[src/verilog/discard_pkg.sv]
`default_nettype none
package discard_pkg;

	// ********************************************
	// register indices (byte address = 4 * index)
	// ********************************************
	localparam logic [9:0] IDX_HOST_TRIG  = 10'h265;
	localparam logic [9:0] IDX_LOWER_TRIG = 10'h266;
	localparam logic [9:0] IDX_UPPER_TRIG = 10'h267;
	localparam logic [9:0] IDX_LOWER_CNT  = 10'h268;
	localparam logic [9:0] IDX_UPPER_CNT  = 10'h269;
	localparam logic [9:0] IDX_HOST_CNT   = 10'h26A;

	// ********************************************
	// bus layout and counter values
	// ********************************************
	localparam int         IDX_LSB        = 2;
	localparam int         MIN_ADDR_W     = 12;
	localparam int         MAX_ADDR_W     = 32;
	localparam logic [7:0] CNT_RESET      = 8'h00;
	localparam logic [7:0] CNT_MAX        = 8'hFF;
	localparam logic [7:0] CNT_ONE        = 8'h01;
	localparam logic [23:0] RD_PAD        = 24'h000000;

	// port numbering inside the counter arrays
	localparam int PORT_LOWER = 0;
	localparam int PORT_UPPER = 1;
	localparam int PORT_HOST  = 2;
	localparam int PORTS      = 3;

endpackage
`default_nettype wire

[src/verilog/link_discard_frame_counters.sv]
// Overview of operation
// lower-port response discards counted in 8 bits, read-only, zero after reset.
// reading lower trigger snapshots lower statistics together and clears counters.
// upper-port command discards counted in 8 bits, zero after reset.
// reading upper trigger snapshots upper statistics together and clears counters.
// host-port response discards counted in 8 bits, zero after reset.
// reading host trigger snapshots host statistics together and clears counters.
// discards caused by internal frame error never advance any counter.
// counters saturate at all ones until the trigger read clears them.
`timescale 1ns/10ps
`default_nettype none
module link_discard_frame_counters
#(
	parameter int ADDR_W = 12
)
(
	input  wire logic              ref_clk_i,
	input  wire logic              nrst_i,
	input  wire logic              psel_i,
	input  wire logic              penable_i,
	input  wire logic              pwrite_i,
	input  wire logic [ADDR_W-1:0] paddr_i,
	input  wire logic [31:0]       pwdata_i,
	input  wire logic              lower_resp_discard_i,
	input  wire logic              lower_resp_int_err_i,
	input  wire logic              upper_cmd_discard_i,
	input  wire logic              upper_cmd_int_err_i,
	input  wire logic              host_resp_discard_i,
	input  wire logic              host_resp_int_err_i,
	output logic [31:0]            prdata_o,
	output logic                   pready_o,
	output logic                   pslverr_o,
	output logic                   lower_stats_update_o,
	output logic                   upper_stats_update_o,
	output logic                   host_stats_update_o
);

	// ********************************************
	// elaboration checks
	// ********************************************
	generate
		if (ADDR_W < discard_pkg::MIN_ADDR_W || ADDR_W > discard_pkg::MAX_ADDR_W)
		begin : g_bad_addr_w
			$error("address width cannot reach the register indices");
		end
	endgenerate

	// ********************************************
	// helpers
	// ********************************************

	// aligned word whose index matches
	function automatic logic idx_hit(input logic [ADDR_W-1:0] a, input logic [9:0] idx);
		return (a[1:0] == 2'b00) && (a[ADDR_W-1:discard_pkg::IDX_LSB] == (ADDR_W-2)'(idx));
	endfunction

	// saturating step, holds at all ones
	function automatic logic [7:0] sat_inc(input logic [7:0] v);
		return (v == discard_pkg::CNT_MAX) ? v : v + discard_pkg::CNT_ONE;
	endfunction

	// ********************************************
	// declarations
	// ********************************************
	logic [2:0]       disc_w;
	logic [2:0]       int_err_w;
	logic [2:0]       event_w;
	logic [2:0]       trig_hit_w;
	logic [2:0]       trig_done_w;
	logic             setup_w;
	logic             done_w;
	logic [2:0][7:0]  live_r;
	logic [2:0][7:0]  live_nxt;
	logic [2:0][7:0]  snap_r;
	logic [2:0][7:0]  snap_nxt;
	logic [2:0]       upd_r;
	logic [2:0]       upd_nxt;
	logic [31:0]      prdata_r;
	logic [31:0]      prdata_nxt;
	logic             pready_r;
	logic             pready_nxt;
	logic             pslverr_r;
	logic             pslverr_nxt;

	// frame parser inputs share our clock, so no synchroniser
	assign disc_w = {host_resp_discard_i, upper_cmd_discard_i, lower_resp_discard_i};
	assign int_err_w = {host_resp_int_err_i, upper_cmd_int_err_i, lower_resp_int_err_i};

	// ********************************************
	// bus decode
	// ********************************************

	// phases of the current transfer
	assign setup_w = psel_i & ~penable_i;
	assign done_w  = psel_i & penable_i & pready_r;

	// trigger indices per port
	always_comb
	begin
		trig_hit_w[discard_pkg::PORT_LOWER] = idx_hit(paddr_i, discard_pkg::IDX_LOWER_TRIG);
		trig_hit_w[discard_pkg::PORT_UPPER] = idx_hit(paddr_i, discard_pkg::IDX_UPPER_TRIG);
		trig_hit_w[discard_pkg::PORT_HOST]  = idx_hit(paddr_i, discard_pkg::IDX_HOST_TRIG);
	end

	// trigger fires on read completion
	assign trig_done_w = {3{done_w & ~pwrite_i}} & trig_hit_w;

	// ********************************************
	// bus answer
	// ********************************************

	// answer prepared in setup, so access never waits
	always_comb
	begin
		pready_nxt  = setup_w;
		prdata_nxt  = 32'h00000000;
		pslverr_nxt = 1'b0;
		if (setup_w)
		begin
			// all registers are read-only, so writes are refused
			pslverr_nxt = pwrite_i;
			if (pwrite_i)
			begin
				prdata_nxt = 32'h00000000;
			end
			// lower count readable at its own address
			else if (idx_hit(paddr_i, discard_pkg::IDX_LOWER_CNT))
			begin
				prdata_nxt = {discard_pkg::RD_PAD, snap_r[discard_pkg::PORT_LOWER]};
			end
			// upper count readable
			else if (idx_hit(paddr_i, discard_pkg::IDX_UPPER_CNT))
			begin
				prdata_nxt = {discard_pkg::RD_PAD, snap_r[discard_pkg::PORT_UPPER]};
			end
			// host count readable
			else if (idx_hit(paddr_i, discard_pkg::IDX_HOST_CNT))
			begin
				prdata_nxt = {discard_pkg::RD_PAD, snap_r[discard_pkg::PORT_HOST]};
			end
			else if (|trig_hit_w)
			begin
				// trigger contents belong to neighbouring logic
				prdata_nxt = 32'h00000000;
			end
			else
			begin
				pslverr_nxt = 1'b1;
			end
		end
	end

	// bus answer registers
	always_ff @(posedge ref_clk_i)
	begin
		if (!nrst_i)
		begin
			prdata_r  <= 32'h00000000;
			pready_r  <= 1'b0;
			pslverr_r <= 1'b0;
		end
		else
		begin
			prdata_r  <= prdata_nxt;
			pready_r  <= pready_nxt;
			pslverr_r <= pslverr_nxt;
		end
	end

	// ********************************************
	// discard counters
	// ********************************************

	// internal frame error discards are not counted
	assign event_w = disc_w & ~int_err_w;

	// live count, snapshot and update strobe per port
	always_comb
	begin
		live_nxt = live_r;
		snap_nxt = snap_r;
		upd_nxt  = trig_done_w;
		for (int p = 0; p < discard_pkg::PORTS; p++)
		begin
			if (trig_done_w[p])
			begin
				// snapshot and clear in one edge
				snap_nxt[p] = live_r[p];
				// a discard in the clear cycle opens the new interval
				live_nxt[p] = event_w[p] ? discard_pkg::CNT_ONE : discard_pkg::CNT_RESET;
			end
			else if (event_w[p])
			begin
				// saturating step
				live_nxt[p] = sat_inc(live_r[p]);
			end
		end
	end

	// counters zero after reset
	always_ff @(posedge ref_clk_i)
	begin
		if (!nrst_i)
		begin
			live_r <= {discard_pkg::PORTS{discard_pkg::CNT_RESET}};
			snap_r <= {discard_pkg::PORTS{discard_pkg::CNT_RESET}};
			upd_r  <= 3'b000;
		end
		else
		begin
			live_r <= live_nxt;
			snap_r <= snap_nxt;
			upd_r  <= upd_nxt;
		end
	end

	// ********************************************
	// outputs
	// ********************************************

	// update strobes tell neighbouring counters to snapshot too
	assign prdata_o             = prdata_r;
	assign pready_o             = pready_r;
	assign pslverr_o            = pslverr_r;
	assign lower_stats_update_o = upd_r[discard_pkg::PORT_LOWER];
	assign upper_stats_update_o = upd_r[discard_pkg::PORT_UPPER];
	assign host_stats_update_o  = upd_r[discard_pkg::PORT_HOST];
endmodule // link_discard_frame_counters
`default_nettype wire

[config.mk]
export PLATFORM = sky130hd
export DESIGN_NAME = link_discard_frame_counters
export DESIGN_NICKNAME = d
export VERILOG_FILES = /design/src/verilog/discard_pkg.sv /design/src/verilog/link_discard_frame_counters.sv
export SDC_FILE = /design/constraint.sdc
export NUM_CORES = 1
export LEC_CHECK = 0
export BUFFER_PORTS_ARGS = -buffer_cell sky130_fd_sc_hd__buf_2
export CAP_MARGIN = 20
export CORE_UTILIZATION = 30
export CTS_BUF_LIST = sky130_fd_sc_hd__clkbuf_8
export CTS_CLUSTER_DIAMETER = 30
export DETAILED_ROUTE_END_ITERATION = 8
export MAX_ROUTING_LAYER = met4
export RECOVER_POWER = 25
export SYNTH_ARGS = -nofsm -noshare
export SYNTH_HDL_FRONTEND = slang
export SYNTH_SLANG_ARGS = --single-unit
export TNS_END_PERCENT = 20
[constraint.sdc]
create_clock -name ref_clk_i -period 2.8 [get_ports ref_clk_i]
set_input_delay 0.14 -clock ref_clk_i [delete_from_list [all_inputs] [get_ports ref_clk_i]]
set_output_delay 0.14 -clock ref_clk_i [all_outputs]
set_load 0.05 [all_outputs]
==> metrics.md, run 1 <==
| Metric | Value |
|---|---|
| Status | finished with violations |
| Failing checks | design-rule violations |
| Leak | about 1.2 nW |
| Startpoint Class | input port |
| Placed instance count | 425 |
| CTS hold repair buffers | 0 |
| Async S/R FF share, synth | 0% |
| Die ar. | around 9700 sq um |
| Vias in the first global route | 2103 |
| Mux contribution to synthesized area | under 10% |
| Worst-Skew Late Latency | 0.33 ns |
| Routed WL | about 5700 um |
| Root buffer cell | clkbuf_8 |
| XOR/XNOR Fraction of Synth Area | ~1.9% |
| Vias | ~2200 |
| Met2 Wirelength | 2502 um |
| Max layer used | met4 |
| Peak VDD IR | between 0.2 and 0.3 mV |
| Clock-pin slew on the worst setup and hold paths | ~0.07 ns |
| Synth Register Bits | between 60 and 70 |
| RR Startpoint | live_r[0]$_SDFFE_PN0P_ |
| Data arrival, critical path | around 2.1 ns |
| YS warnings | 0 |
| Peak Freq | between 500 and 600 MHz |
| Syn avg cell area | about 9.7 sq um |
| Period utilisation layout | 64.31% |
| Flop pwr share | around half |
| Post-synthesis sequential area ratio | 43.79% |
| P_sw | 0.0004462 W |
| Worst reg2reg path depth | 5 |
| Final Max Slew Viols | 0 |
| Ports | about 90 |
| Sum Neg Setup Slack | 0 ns |
| Post-CTS setup buffers | 0 |
| R2r setup slk | around 1.0 ns |
| Power, Total | around 0.0017 W |
| Number of max-cap violations | 0 |
| Clk pwr share | 41.1% |
| DRC violations left | 1 |
| Die Span X | ~98 um |
| Vias/cell | roughly 5.1 |
| Worst-margin pin slew | 1.020 ns |
| Worst r2r dst | live_r[0]$_SDFFE_PN0P_ |
| Max FO, Critical Path | 8 |
| Antenna violations before repair | 0 |
| Crit path capture type | flip-flop |
| Core Box Area | 8848 sq um |
| Antenna Nets Post-Route | 0 |
| Netlist cell types | 53 |
| Share of post-route cells with drive strength above 1 | 13.86% |
| Final global-route overflow total | 0 |
| Worst Min Path Start | penable_i |
| Hold-critical path endpoint | pready_o$_SDFF_PN0_ |
| Cell Pwr Density | approximately 550 nW/um^2 |
| RSZ-0062 raised after global routing | false |
| CTS tree | done |
| Hold depth | 3 |
| Initial Utilization | about a third |
| Starting DRC count in detailed routing | 80 |
| Final Net Count | 386 |
| HPWL after detailed placement | between 4000 and 5000 um |
| Switch share | about a quarter |
| Pre-CTS setup slack | roughly 0.99 ns |
| Filler cells | a little over 900 |
| Simple-gate share of the synthesized area | between 20 and 25% |
| Min cycle time layout | roughly 1.8 ns |
| Gate Count Post-Synth | 287 |
| HP Class | in2reg |
| Total GRT Usage | roughly an eighth |
| Num rows | 34 |
| Largest net degree at the start of global routing | 12 |
| Hold Violations, Final | 0 |
| Worst path required time | 3.08 ns |
| Number of synthesized flops with an enable pin | 0 |
| Setup CP Type | in2reg |
| Compound-Gate Fraction of Synth Area | roughly a fifth |
| Synth Flop Type | dfxtp_1 |
| CTS max path bufs | 2 |
| First-pass GRT wire length | about 9600 um |
| P_int | 0.001302 W |
| CTS Buf Count | 9 |
| Final Non-Filler Cells | 440 |
| Placer Congestion | 0.8166 |
| Post-synthesis adder-cell area fraction | 1.346% |
| Final worst slack | 0.9993 ns |
| Drt pass-1 iters | 9 |
| Final setup viols | 0 |
| Cells resized by post-CTS repair | 0 |
| Comb power frac | 8.6% |
| WL met3 | about 360 um |
| Synthesized area | 2789 sq um |
| Slew HR | a little under a third |
| Number of port buffers | 35 |
| Die H | 98.42 um |
| M1 WL | 2810 um |
| Ant. Diodes | 0 |
| Clock Skew | between 0.008 and 0.009 ns |
| Largest family of logic cells by synthesized area | simple AND/OR/NAND/NOR gates |
| CTS H-tree lvls | 3 |
| WL per Instance | around 13 um |
| Layout area overhead | 12.97% |
| CTS Sinks | 61 |
## cell usage after synthesis, types with 2 or more instances
library cell	count	area, sq um
dfxtp_1	61	1221
a22o_1	24	210.2
buf_4	24	180.2
nor2_1	22	82.58
nand2_1	12	45.04
nand4_1	11	68.82
and2_1	9	56.30
a22oi_1	8	60.06
o2bb2ai_1	8	70.07
a21oi_1	7	35.03
and3_1	6	37.54
inv_1	6	22.52
mux2i_1	6	60.06
nand3_1	6	30.03
nor3_1	6	30.03
xor2_1	6	52.55
clkbuf_1	5	18.77
o21ai_0	5	25.02
o211ai_1	4	30.03
a211oi_1	3	22.52
and4b_1	3	30.03
ha_1	3	37.54
nor2_2	3	18.77
nor2b_1	3	18.77
nor4bb_1	3	30.03
o21a_1	3	22.52
and4_1	2	17.52
buf_2	2	10.01
nand4b_1	2	17.52
## worst max-delay path, cell delays in order
cell	delay (ns)
buf_2	0.13
or4b_2	0.67
nor3_1	0.80
o2bb2ai_1	0.20
and2_0	0.15
## per-stage QoR
step,util (%),hold slack (ns),cell area (sq um)
finish,35.61,0.08604,3151
global route,35.61,0.09156,3151
CTS,35.93,0.07072,3179
detailed placement,33.89,0.4263,2999
global placement,33.89,0.4187,2999
floorplan,-,0.3212,2875
## kinds of logic (layout without fill, tap and decap cells)
logic type	count (synthesis)	count (layout)
buffers and inverters	37	59
adder cells (fa/ha/maj)	3	3
AND/OR/NAND/NOR	100	100
multiplexers	6	6
XOR/XNOR	6	6
flip-flops	61	61
AO/OA/AOI/OAI	73	73
other	1	24
## cells in the final DEF (no fill, tap or decap), types with 9 or more instances in the layout
cell type / instances
dfxtp_1: 61
a22o_1: 24
conb_1: 24
nor2_1: 22
buf_2: 21
clkbuf_1: 14
nand2_1: 12
nand4_1: 11
clkbuf_8: 9
## sequential cells by signal (all words and copies together), names as in the netlist
signal and flops:
live_r 24, snap_r 24, prdata_o 8, upd_r 3, pready_o 1, pslverr_o 1
## worst max path at each step
stage,slack [ns],to,startpoint,cells past startpoint
4_1_cts,1.02,live_r[0]$_SDFFE_PN0P_,live_r[0]$_SDFFE_PN0P_,5
3_5_place_dp,0.99,live_r[10]$_SDFFE_PN0P_,paddr_i[1],5
6_report,1.0,prdata_o[2]$_SDFF_PP0_,paddr_i[3],5
5_1_grt,0.87,live_r[0]$_SDFFE_PN0P_,live_r[0]$_SDFFE_PN0P_,5
2_1_floorplan,0.95,live_r[16]$_SDFFE_PN0P_,pready_o$_SDFF_PN0_,5
3_3_place_gp,1.01,live_r[15]$_SDFFE_PN0P_,paddr_i[1],5
## power by group through the flow
stage	logic (W)	clock network, W	registers, W
2_1_floorplan	0.000139	0	0.000902
3_5_place_dp	0.000151	0	0.000900
4_1_cts	0.000151	0.000737	0.000880
3_3_place_gp	0.000149	0	0.000899
6_report	0.000150	0.000718	0.000880
5_1_grt	0.000162	0.000783	0.000880
## final cells by class
type                    count  area, sq um  share of cell area, %
well taps                 108        135.1                  4.289
clock inverters             6        56.30                  1.787
inverters                   6        22.52                 0.7149
clock buffers               9        123.9                  3.932
flip-flops and latches     61         1221                  38.76
repair buffers             38        180.2                  5.719
multi-input cells         212         1411                  44.80
## routing by layer
| metal | track usage (%) | vias to the layer above |
|---|---|---|
| li1 | - | 1115 |
| met1 | 15.95 | 1026 |
| met2 | 19.39 | 77 |
| met3 | 5.035 | 4 |
| met4 | 4.592 | 0 |
| met5 | - | - |
Power figures use the tool's default switching activity.
==> run 2, diff against run 1 <==
- ABC_AREA: default -> 1
- clock period: 2.8 -> 1.9 ns (I/O delays scaled with it)
==> metrics.md, run 2 <==
| Metric | Value |
|---|---|
| Switch share | 24.20% (-1.3 points) |
| Share of post-route cells with drive strength above 1 | 14.93% (+1.1 points) |
| Peak Freq | 621.4 MHz |
| Min cycle time layout | 1.609 ns |
| First-pass GRT wire length | 10180 um (+5.7%) |
| CTS Buf Count | 9 (unchanged) |
| YS warnings | 0 (unchanged) |
| Most common library cells after synthesis | 114 x nand2_1, 61 x dfxtp_1, 44 x nor2_1 |
| Antenna violations before repair | 0 (unchanged) |
| Num rows | 36 (+5.9%) |
| Most frequent cells in the layout | 114 x nand2_1, 61 x dfxtp_1, 44 x nor2_1 |
| Fin util | 35.27% (-0.34 points) |
| RR Startpoint | live_r[8]$_SDFFE_PN0P_ |
| Number of max-cap violations | 0 (unchanged) |
| Total GRT Usage | 13.04% (+0.056 points) |
| Final Net Count | 522 (+35%) |
| Max FO, Critical Path | 7 (-1) |
| Layout area overhead | 13.89% |
| Worst Min Path Start | psel_i |
| Clock Skew | 0.006759 ns (-0.001730 ns) |
| Post-synthesis sequential area ratio | 40.35% (-3.4 points) |
| Ant. Diodes | 0 (unchanged) |
| HP Class | in2reg |
| Gate Count Post-Synth | 421 (+47%) |
| CTS Sinks | 61 (unchanged) |
| HPWL after detailed placement | 4662 um (+8.4%) |
| Largest net degree at the start of global routing | 16 (+4) |
| CTS H-tree lvls | 3 (unchanged) |
| Reg area | 1221 sq um (unchanged) |
| Placer Congestion | 0.8847 (+8.3%) |
| Die Span X | 102.4 um (+4.1%) |
| WL met3 | 183 um (-50%) |
| Final global-route overflow total | 0 (unchanged) |
| Filler cells | 1042 (+12%) |
| Antenna Nets Post-Route | 0 (unchanged) |
| Clock-pin slew on the worst setup and hold paths | 0.07 ns (about the same) |
| Setup CP Type | reg2reg |
| Core Box Area | 9774 sq um (+10%) |
| Cells resized by post-CTS repair | 0 (unchanged) |
| Flop pwr share | 44.4% (-5.9 points) |
| Leak | 1.487 nW (+22%) |
| Root buffer cell | clkbuf_8 |
| Commonest non-fill, non-tap cell in the layout | nand2_1 |
| Final Max Slew Viols | 0 (unchanged) |
| Hold Violations, Final | 0 (unchanged) |
| CTS max path bufs | 2 (unchanged) |
| Max layer used | met4 |
| Comb power frac | 8.3% (-0.3 points) |
| Die ar. | 10500 sq um (+8.4%) |
| Largest stage delay on the critical path | 0.35 ns (-0.45 ns) |
| RSZ-0062 raised after global routing | false |
| Critical-path cell list | ha_1 -> nand2_1 -> nor2_1 -> nand2_1 -> nor2_1 -> nand2_1 -> nand2_1 -> inv_1 -> nand2_1 -> nand2_1 -> nand2_1 -> nor2_1 |
| Drt pass-1 iters | 4 (-5) |
| Peak VDD IR | 0.2472 mV (-6.7%) |
| Synth Flop Type | dfxtp_1 |
| CTS hold repair buffers | 1 (+1) |
| Syn avg cell area | 7.189 sq um (-26%) |
| Area contributors post-synth | dfxtp_1 40%, nand2_1 14%, buf_4 6.0%, nor2_1 5.5%, inv_1 5.3% |
| Sum Neg Setup Slack | 0 ns (unchanged) |
| M1 WL | 2963 um (+5.4%) |
| Data arrival, critical path | 1.84 ns (-0.24 ns) |
| Startpoint Class | flip-flop |
| Status | completed |
| P_int | 0.002212 W (+70%) |
| Final setup viols | 0 (unchanged) |
| CTS tree | done |
| Vias | 2588 (+16%) |
| Power, Total | 0.002918 W (+67%) |
| Crit path launch | live_r[8]$_SDFFE_PN0P_ |
| Worst-path cell with the longest stage delay | dfxtp_1 |
| Worst path required time | 2.13 ns (-0.95 ns) |
| Worst-margin pin slew | 0.6014 ns (-0.4182 ns) |
| Ports | 92 (unchanged) |
| Cell Pwr Density | 846.4 nW/um^2 (+53%) |
| Area of the multi-input gates | 1459 sq um (+3.4%) |
| Async S/R FF share, synth | 0% (unchanged) |
| Area leader, netlist | dfxtp_1 |
| Routed WL | 6041 um (+5.4%) |
| Starting DRC count in detailed routing | 104 (+30%) |
| Post-synth top area share | 40.35% (-3.4 points) |
| Synthesized area | 3027 sq um (+8.5%) |
| Initial Utilization | 30.97% (-0.55 points) |
| Die H | 102.4 um (+4.1%) |
| Worst-Skew Late Latency | 0.33 ns (about the same) |
| Period utilisation layout | between 80% and 90% |
| CP most frequent cell | nand2_1 |
| Vias/cell | 4.299 (-15%) |
| Post-CTS setup buffers | 0 (unchanged) |
| Met2 Wirelength | 2771 um (+11%) |
| Number of synthesized flops with an enable pin | 0 (unchanged) |
| Netlist cell types | 30 (-43%) |
| Crit path capture type | flip-flop |
| WL per Instance | 10.03 um (-23%) |
| Slew HR | 60.08% (+29 points) |
| DRC violations left | 0 (-1) |
| Synth Register Bits | 61 (unchanged) |
| P_sw | 0.0007061 W (+58%) |
| Number of port buffers | 35 (unchanged) |
| Clk pwr share | 47.3% (+6.2 points) |
| Vias in the first global route | 2364 (+12%) |
| Most common cell in the netlist | nand2_1 |
==> run 2: changes by cell type after synthesis, moves of 7 or more <==
cell / before / now
a21boi_0: 0 / 8
a21oi_1: 7 / 18
a22o_1: 24 / 0
a22oi_1: 8 / 0
and2_1: 9 / 0
inv_1: 6 / 43
inv_2: 0 / 7
nand2_1: 12 / 114
nand2_2: 0 / 7
nand3_1: 6 / 24
nand4_1: 11 / 3
nor2_1: 22 / 44
o21ai_1: 1 / 22
o2bb2ai_1: 8 / 0
==> run 2: layout make-up <==
| class | instances | share of cell area (%) |
|---|---|---|
| well taps | 133 | 4.828 |
| repair buffers | 36 | 4.900 |
| flip-flops and latches | 61 | 35.43 |
| inverters | 50 | 5.445 |
| clock inverters | 3 | 1.887 |
| clock buffers | 13 | 5.191 |
| multi-input cells | 306 | 42.32 |
==> run 2: power groups by stage <==
stage	clock [W]	sequential [W]	combinational (W)
after floorplan	0	0.00133	0.000229
after global placement	0	0.00132	0.000242
after detailed placement	0	0.00132	0.000245
after CTS	0.00142	0.00129	0.000247
after global routing	0.00147	0.00130	0.000262
final	0.00138	0.00129	0.000242
==> run 2: through the flow <==
stage | instance area (sq um) | hold slack, ns | worst slack, ns | instances
after floorplan | 3113 | 0.1708 | 0.3481 | 444
after global placement | 3241 | 0.3451 | 0.3242 | 585
after detailed placement | 3241 | 0.3438 | 0.2935 | 585
after CTS | 3495 | 0.05434 | 0.2816 | 602
after global routing | 3447 | 0.02835 | 0.03036 | 602
final | 3447 | 0.02735 | 0.2908 | 602
==> run 2: critical path, delay by kind of cell (launching register included) <==
kind          cells  cell delay (ns)
simple gates     10             0.82
flops             1             0.35
fa+ha+maj         1             0.17
buf+inv           1             0.15
==> run 2: final timing paths <==
check	end	slack, ns	cells past startpoint
max	live_r[11]$_SDFFE_PN0P_	0.29	12
min reg2reg	snap_r[21]$_SDFFE_PN0N_	0.44	2
min	pready_o$_SDFF_PN0_	0.03	3
max reg2reg	live_r[11]$_SDFFE_PN0P_	0.29	12
==> run 2: cell families (layout without fill, tap and decap cells) <==
group / count (synthesis) / count (layout) / share of synthesized area, %
compound gates: 56 / 56 / 10.13
buf+inv: 77 / 102 / 13.27
other cells: 1 / 24 / 0.1239
simple gates: 223 / 223 / 34.89
fa+ha+maj: 3 / 3 / 1.240
flops: 61 / 61 / 40.35
==> run 2: layer usage <==
metal  global-route usage, %  up-vias
li1                        -     1375
met1                   15.07     1157
met2                   21.33       47
met3                   2.668        9
met4                   6.593        0
met5                       -        -
